## src/tal_pkg.sv

```systemverilog
`default_nettype none
package tal_pkg;
    // ========================================
    // Register indices (command byte values)
    localparam logic [1:0] TAL_REG_TEMP = 2'h0;
    localparam logic [1:0] TAL_REG_CFG = 2'h1;
    localparam logic [1:0] TAL_REG_LOW = 2'h2;
    localparam logic [1:0] TAL_REG_HIGH = 2'h3;
    // ========================================
    // Settings fields
    localparam int TAL_CFG_SHUTDOWN_BIT = 0;
    localparam int TAL_CFG_MODE = 1;
    localparam int TAL_CFG_POL = 2;
    localparam int TAL_CFG_FQ_LO = 3;
    localparam int TAL_CFG_ZONE = 5;
    localparam int TAL_CFG_MASK = 6;
    localparam int TAL_CFG_STS = 7;
    localparam int TAL_WORD_SHIFT = 7;
    // ========================================
    // Reset values
    localparam logic [8:0] TAL_HIGH_RST = 9'h0a0;
    localparam logic [8:0] TAL_LOW_RST = 9'h096;
    localparam logic [8:0] TAL_TEMP_RST = 9'h000;
    localparam logic [6:0] TAL_CFG_RST = 7'h00;
    localparam logic [3:0] TAL_ADDR_BASE = 4'h9;
    // ========================================
    // Timing and filter depths
    localparam int TAL_CLK_MHZ = 125;
    localparam int TAL_TCONV_US = 100;
    localparam int TAL_TCONV_CYC = TAL_TCONV_US * TAL_CLK_MHZ;
    localparam logic [2:0] TAL_Q1 = 3'h1;
    localparam logic [2:0] TAL_Q2 = 3'h2;
    localparam logic [2:0] TAL_Q4 = 3'h4;
    localparam logic [2:0] TAL_Q6 = 3'h6;

    typedef struct packed {
        logic mask;
        logic zone;
        logic [1:0] fq;
        logic alert_polarity_bit;
        logic mode;
        logic shutdown_bit;
    } tal_cfg_t;

    typedef struct packed {
        logic [1:0] addr;
        logic [15:0] wdata;
        logic wr;
        logic rd;
    } tal_bus_t;
endpackage
`default_nettype wire

```

## src/tal_core.sv

```systemverilog
`default_nettype none
module tal_core
    import tal_pkg::*;
#(
    parameter int TCONV_CYC = TAL_TCONV_CYC
) (
    input wire logic clock,
    input wire logic rst,
    input wire tal_bus_t bus_req,
    output logic [15:0] rdata,
    input wire logic bus_busy,
    input wire logic [2:0] addr_pins,
    output logic [6:0] slave_addr,
    input wire logic adc_done,
    input wire logic [8:0] adc_result,
    output logic adc_start,
    output logic adc_zone,
    output logic alert_o,
    output logic alert_oe
);
    // ========================================
    // Filter depth decode
    function automatic logic [2:0] fq_depth(input logic [1:0] f);
        case (f)
            2'h0: fq_depth = TAL_Q1;
            2'h1: fq_depth = TAL_Q2;
            2'h2: fq_depth = TAL_Q4;
            default: fq_depth = TAL_Q6;
        endcase
    endfunction

    typedef enum logic [2:0] {
        TAL_IDLE = 3'b001,
        TAL_CONV = 3'b010,
        TAL_HOLD = 3'b100
    } tal_state_t;

    tal_cfg_t cfg_q;
    logic [8:0] temp_q, high_q, low_q;
    logic sts_q, cond_q, over_arm_q, pin_act;
    logic [2:0] cnt_hi_q, cnt_lo_q;
    logic [31:0] tmr_q;
    tal_state_t st_q;
    logic [2:0] ap_s1_q, ap_s2_q;
    logic bb_s1_q, bb_s2_q;
    logic [1:0] por_q;
    logic cfg_wr, any_rd, enter_shutdown_bit, over, under, hi_hit, lo_hit;
    logic [31:0] tconv_len;
    logic rearm;
    logic [2:0] idle_run_q;

    // Pin synchronisers, first stage read only by second
    always_ff @(posedge clock) begin
        ap_s1_q <= addr_pins;
        ap_s2_q <= ap_s1_q;
        bb_s1_q <= bus_busy;
        bb_s2_q <= bb_s1_q;
    end

    // Address latched once, after sync settles
    always_ff @(posedge clock) begin
        if (rst) begin
            por_q <= 2'h0;
            slave_addr <= {TAL_ADDR_BASE, 3'h0};
        end else if (por_q != 2'h3) begin
            por_q <= por_q + 2'h1;
            if (por_q == 2'h2) slave_addr <= {TAL_ADDR_BASE, ap_s2_q};
        end
    end

    assign cfg_wr = bus_req.wr && bus_req.addr == TAL_REG_CFG;
    assign any_rd = bus_req.rd;
    assign enter_shutdown_bit = cfg_wr && bus_req.wdata[TAL_CFG_SHUTDOWN_BIT] && !cfg_q.shutdown_bit;

    // Register writes; limits take the top nine bits of the word, all allowed in shutdown
    always_ff @(posedge clock) begin
        if (rst) begin
            cfg_q <= TAL_CFG_RST;
            high_q <= TAL_HIGH_RST;
            low_q <= TAL_LOW_RST;
        end else if (bus_req.wr) begin
            case (bus_req.addr)
                TAL_REG_CFG: cfg_q <= bus_req.wdata[6:0];
                TAL_REG_LOW: low_q <= bus_req.wdata[15:TAL_WORD_SHIFT];
                TAL_REG_HIGH: high_q <= bus_req.wdata[15:TAL_WORD_SHIFT];
                default: ;
            endcase
        end
    end

    // Read data next cycle; temperature and limits left-justified, low bits zero
    always_ff @(posedge clock) begin
        if (rst) rdata <= 16'h0000;
        else if (any_rd) begin
            case (bus_req.addr)
                TAL_REG_TEMP: rdata <= {temp_q, 7'h00};
                TAL_REG_CFG: rdata <= {8'h00, sts_q, cfg_q};
                TAL_REG_LOW: rdata <= {low_q, 7'h00};
                default: rdata <= {high_q, 7'h00};
            endcase
        end
    end

    // Remote zone uses double timing budget
    assign tconv_len = cfg_q.zone ? (TCONV_CYC * 2) : TCONV_CYC;

    // Conversion scheduler: abort on access, restart after
    always_ff @(posedge clock) begin
        if (rst) begin
            st_q <= TAL_IDLE;
            tmr_q <= 32'h0;
            adc_start <= 1'b0;
        end else begin
            adc_start <= 1'b0;
            case (st_q)
                TAL_IDLE: if (!cfg_q.shutdown_bit && !bb_s2_q) begin
                    st_q <= TAL_CONV;
                    tmr_q <= 32'h0;
                    adc_start <= 1'b1;
                end
                TAL_CONV: begin
                    if (cfg_q.shutdown_bit) st_q <= TAL_IDLE;
                    else if (bb_s2_q) st_q <= TAL_HOLD;
                    else if (cfg_wr) begin
                        tmr_q <= 32'h0;
                        adc_start <= 1'b1;
                    end else if (adc_done) st_q <= TAL_IDLE;
                    else tmr_q <= tmr_q + 32'h1;
                end
                TAL_HOLD: if (!bb_s2_q) st_q <= TAL_IDLE;
                default: st_q <= TAL_IDLE;
            endcase
        end
    end
    // Zone follows a settings write on the same edge as the restart strobe,
    // so the converter never starts a run on the old zone
    always_ff @(posedge clock) begin
        if (rst) adc_zone <= 1'b0;
        else if (cfg_wr) adc_zone <= bus_req.wdata[TAL_CFG_ZONE];
        else adc_zone <= cfg_q.zone;
    end

    // Result register updated only by a completed conversion
    wire conv_ok = st_q == TAL_CONV && adc_done && !bb_s2_q && !cfg_q.shutdown_bit && !cfg_wr;
    always_ff @(posedge clock) begin
        if (rst) temp_q <= TAL_TEMP_RST;
        else if (conv_ok) temp_q <= adc_result;
    end

    // Signed compares of fresh result
    assign hi_hit = $signed(adc_result) > $signed(high_q);
    assign lo_hit = $signed(adc_result) < $signed(low_q);

    // Consecutive counters; a miss restarts the count
    always_ff @(posedge clock) begin
        if (rst) begin
            cnt_hi_q <= 3'h0;
            cnt_lo_q <= 3'h0;
        end else if (conv_ok) begin
            cnt_hi_q <= hi_hit ? ((cnt_hi_q < TAL_Q6) ? cnt_hi_q + 3'h1 : cnt_hi_q) : 3'h0;
            cnt_lo_q <= lo_hit ? ((cnt_lo_q < TAL_Q6) ? cnt_lo_q + 3'h1 : cnt_lo_q) : 3'h0;
        end
    end
    assign over = conv_ok && hi_hit && (cnt_hi_q + 3'h1 >= fq_depth(cfg_q.fq));
    assign under = conv_ok && lo_hit && (cnt_lo_q + 3'h1 >= fq_depth(cfg_q.fq));

    // Clearing the mode bit while in interrupt mode re-arms for over-temperature
    assign rearm = cfg_wr && !bus_req.wdata[TAL_CFG_MODE] && cfg_q.mode;

    // Event arming: which kind may fire next
    always_ff @(posedge clock) begin
        if (rst) over_arm_q <= 1'b1;
        else if (rearm) over_arm_q <= 1'b1;
        else if (over_arm_q && over) over_arm_q <= 1'b0;
        else if (!over_arm_q && under) over_arm_q <= 1'b1;
    end

    // Comparator state
    always_ff @(posedge clock) begin
        if (rst) cond_q <= 1'b0;
        else if (!cond_q && over) cond_q <= 1'b1;
        else if (cond_q && under) cond_q <= 1'b0;
    end

    // Status latch: set wins over read clear
    wire evt = over_arm_q ? over : under;
    always_ff @(posedge clock) begin
        if (rst) sts_q <= 1'b0;
        else if (evt) sts_q <= 1'b1;
        else if (any_rd || (enter_shutdown_bit && cfg_q.mode)) sts_q <= 1'b0;
    end

    // Alert pin: open drain, oe high while sinking
    always_comb begin
        pin_act = cfg_q.mode ? sts_q : cond_q;
    end
    always_ff @(posedge clock) begin
        if (rst) begin
            alert_o <= 1'b0;
            alert_oe <= 1'b0;
        end else begin
            alert_o <= 1'b0;
            alert_oe <= !cfg_q.mask && (pin_act ^ cfg_q.alert_polarity_bit);
        end
    end

    // ========================================
    // Checks
    // Slack covers the strobe round trip through the converter
    localparam logic [31:0] CONV_SLACK = 32'h4;

    // Idle cycles in a row while conversions are allowed; more than one is a gap
    always_ff @(posedge clock) begin
        if (rst) idle_run_q <= 3'h0;
        else if (st_q == TAL_IDLE && !cfg_q.shutdown_bit && !bb_s2_q) begin
            if (idle_run_q != 3'h7) idle_run_q <= idle_run_q + 3'h1;
        end else idle_run_q <= 3'h0;
    end
endmodule
`default_nettype wire

```

## config.mk

```make
export PLATFORM = sky130hd
export DESIGN_NAME = tal_core
export DESIGN_NICKNAME = d
export VERILOG_FILES = /design/src/tal_pkg.sv /design/src/tal_core.sv
export SDC_FILE = /design/constraint.sdc
export NUM_CORES = 1
export LEC_CHECK = 0
export ABC_CLOCK_PERIOD_IN_PS = 2100
export BUFFER_PORTS_ARGS = -buffer_cell sky130_fd_sc_hd__buf_2
export CORE_ASPECT_RATIO = 0.75
export CORE_MARGIN = 2
export CORE_UTILIZATION = 56
export DETAILED_ROUTE_END_ITERATION = 8
export GPL_TIMING_DRIVEN = 1
export PLACE_DENSITY = 0.8
export RECOVER_POWER = 50
export SLEW_MARGIN = 20
export SYNTH_ARGS = -nofsm -noshare
export SYNTH_HDL_FRONTEND = slang
export SYNTH_SLANG_ARGS = --single-unit
export TNS_END_PERCENT = 30
```

## constraint.sdc

```tcl
create_clock -name clock -period 2.1 [get_ports clock]
set_input_delay 0.21 -clock clock [delete_from_list [all_inputs] [get_ports clock]]
set_output_delay 0.21 -clock clock [all_outputs]
set_load 0.01 [all_outputs]
```

==> key figures <==
Route
  – Average routed wire per standard cell: 15.0 µm
  – Drt pass-1 iters: 5
  – Vias: 3249
  – Final wirelength: approximately 8800 µm
  – DR iter-0 viols: about 170
  – Detail Route Antenna Nets: 0
  – Number of remaining DRC errors: 0
  – Vias per cell: about 5.5

Floorplanning
  – Die area: between 7000 and 8000 µm²
  – Starting Density: 0.579
  – Site Rows: 25
  – Die span in x: around 97 µm
  – Die Ht: around 74 µm
  – IO Pins: between 60 and 70
  – Core area: between 6000 and 7000 µm²

Worst setup path
  – Critical path type: reg2reg
  – CP Buf/Inv Count: 1
  – Ordered list of cells on the worst path: inv_1 -> ha_1 -> nand2_1 -> o21ai_1 -> a311oi_1 -> a311oi_2 -> nand3_2 -> a221oi_2
  – Max FO, Critical Path: 3
  – R2R depth: 8
  – Arr. time, crit path: ~2.3 ns
  – Critical Path Sink: cond_q$_SDFFE_PP0P_
  – Crit path depth: 8
  – CP max stage delay: 0.38 ns
  – Worst path required time: 2.37 ns
  – Worst path slowest cell: a311oi_2
  – Crit-path leading delay family: compound AO/OA/AOI/OAI gates
  – Crit Reg-Reg Endpoint: cond_q$_SDFFE_PP0P_
  – Critical Path Source Type: flop
  – R2r setup slk: 0.09 ns
  – R2R Path Start: high_q[3]$_SDFFE_PP0P_
  – CP endpoint kind: flop
  – Critical path startpoint: high_q[3]$_SDFFE_PP0P_

Synth
  – Sequential fraction of the synthesis area: 0.427
  – Synth Register Bits: 78
  – Async SR Flop Fraction: 0
  – Synth Area per Inst: approximately 8.3 µm²
  – Number of synthesized flops with an enable pin: 0
  – Largest cells by area after synthesis: dfxtp_1, ha_1, nand2_1
  – Synth top area share: 0.427
  – Cells after Synth: 440
  – Ys Warns: 0
  – Cell variety after synth: 44
  – Synthesized area: around 3700 µm²
  – Top FF cell, synth: dfxtp_1
  – Dominant cell type by area after synthesis: dfxtp_1

Min path
  – Hold Path Class: in2reg

Timing
  – Final setup fails: 0
  – Final Max Slew Viols: 0
  – Worst slew pin tran: about 0.69 ns
  – Slew headroom: 0.542
  – Fmax achieved: ~500 MHz
  – Layout Skew: between 0.004 and 0.005 ns
  – Final TNS setup: 0 ns
  – Final min period: 2.01 ns
  – Final Hold Fails: 0
  – Tcrit/Tclk final: 0.955

Job
  – Total of max-cap violations: 0

CTS
  – Htree depth: 3
  – Clk root buf: clkbuf_8
  – TritonCTS clock tree: done
  – Clock slew at reported path FFs: ~0.080 ns
  – Clock Latency Late Sink: between 0.3 and 0.4 ns
  – CTS Sinks: between 70 and 80
  – Max Root-Sink Buffers: 2
  – CTS buffer count: 9

Global route
  – Initial antenna violation count: 0
  – Vias in the first global route: roughly 3000
  – All-Layer GR Usage: 0.249
  – First-pass GRT wire length: ~14000 µm
  – GR Layer Usage met3: 0.0517
  – GRT met2 Usage: 0.421
  – Grt ovf: 0
  – GRT met1 Usage: 0.325
  – Top Usage Layer GRT: met2
  – Largest net degree at the start of global routing: 34

Final layout
  – Diode count: 0
  – Syn-to-layout area delta: 18.0%
  – Sequential Area: between 1500 and 2000 µm²
  – Final #Nets: 563
  – Multi-input logic area: 1930 µm²
  – Post-route cell area: 4320 µm²
  – Fillers: approximately 520
  – Share of cells above drive strength 1: 0.174

Place
  – Detailed-placement wirelength estimate: ~6300 µm
  – Post-placement cell area: approximately 4000 µm²
  – Placer Congestion: just under 1
  – Port Buffer Count: 57

Power and ir drop
  – PwrDens: approximately 750 nW/µm²
  – LEAKAGE: 0.00177 µW
  – Worst vdd ir: between 0.5 and 0.6 mV

Outcome
  – Status: completed
-- worst min-delay path by stage --
stage / start / to / slack, ns / depth (start not counted)
6_report: bus_req[10] / low_q[1]$_SDFFE_PP1P_ / 0.09 / 3
5_1_grt: bus_req[14] / low_q[5]$_SDFFE_PP0P_ / 0.09 / 3
4_1_cts: bus_req[10] / low_q[1]$_SDFFE_PP1P_ / 0.08 / 3
3_5_place_dp: bb_s1_q$_DFF_P_ / bb_s2_q$_DFF_P_ / 0.31 / 0
3_3_place_gp: ap_s1_q[1]$_DFF_P_ / ap_s2_q[1]$_DFF_P_ / 0.31 / 0
2_1_floorplan: addr_pins[0] / ap_s1_q[0]$_DFF_P_ / 0.24 / 0
-- synth_stat cells, types with 2 or more instances --
library cell / instances
ha_1: 27
buf_4: 6
a21oi_1: 52
nand2_1: 78
nor2_1: 23
o21ai_0: 20
nand2b_1: 9
nor3_2: 2
nand3_1: 18
nor4b_1: 2
dfxtp_1: 78
nor3_1: 8
buf_2: 4
buf_1: 2
a211oi_1: 10
conb_1: 2
nor2b_1: 6
xor2_1: 4
inv_1: 24
a22oi_1: 8
and3_1: 4
nand4_1: 2
and2_0: 2
o211ai_1: 7
a31oi_1: 3
a21o_1: 3
mux2i_1: 5
clkbuf_1: 14
and2_1: 2
-- per-layer routing --
metal,up-vias,routed length [µm]
met5,-,0
met4,0,159
met3,13,468
met2,93,4130
met1,1510,4020
li1,1633,-
-- worst min-delay path: stages --
cell and delay, ns:
buf_2 0.09, nand2_1 0.04, o211ai_1 0.07
-- stage by stage --
step	hold slack, ns	total power [µW]	setup WS (ns)	instances	util
floorplan	0.238	1840	0.285	443	-
finish	0.0889	3250	0.0945	586	0.683
detailed placement	0.312	1970	-0.0356	564	0.632
CTS	0.0813	3250	0.00631	585	0.677
global placement	0.310	1960	0.171	564	0.632
global route	0.0944	3380	-0.0113	586	0.683
-- layout by cell type, fill, tap and decap left out, drive strengths merged, types with 2 or more instances in the layout --
cell         count
dlygate4sd3      4
buf             58
xor2             4
nor2b            6
nand3           18
a21oi           52
nand4            3
a22oi            8
dfxtp           78
mux2i            5
a21o             3
ha              27
o21ai           20
a211oi          10
clkinv           3
conb             5
clkbuf          21
o211ai           7
inv             25
bufinv           2
a31oi            3
and3             4
nor4b            2
a311oi           2
nand2           78
nor2            23
nor3            10
and2             4
nand2b           9
-- logic make-up (layout without fill, tap and decap cells) --
family                     Yosys count  in the layout  share of synthesized area
AOI/OAI and AO/OA                  108            108                      0.175
xor gates and xnor gates             4              4                    0.00958
adders and majority gates           27             27                     0.0924
buffers and inverters               52            114                     0.0630
DFF                                 78             78                      0.427
muxes                                6              6                     0.0209
other                                2              5                    0.00205
and+or+nand+nor                    163            163                      0.210
-- layout make-up --
type,instances,area share
clock buffer,10,0.0319
clock inverter,6,0.0217
inverter,25,0.0217
multi-input combinational,313,0.447
sequential,78,0.362
tap,81,0.0235
timing repair buffer,73,0.0919
-- what timing repair did --
item | in CTS | in global routing
pin swaps | 1 | 4
hold endpoints to repair | 4 | 0
endpoints found under the setup margin | 1 | 7
hold buffers | 4 | 0
resized for setup | 1 | 9
setup buffers | 1 | 1
-- report_power, final --
part / leakage, µW / switching (µW) / internal, µW
combinational: 0.00102 / 234 / 158
clock: 0.000113 / 576 / 709
sequential: 0.000637 / 34.3 / 1540
-- flip-flops by register name, indices dropped and copies added (netlist names), 2 cells and up --
register,count
ap_s1_q,3
ap_s2_q,3
cfg_q,7
cnt_hi_q,3
cnt_lo_q,3
high_q,9
low_q,9
por_q,2
rdata,16
slave_addr,3
st_q,3
temp_q,9
Power figures use the tool's default switching activity.
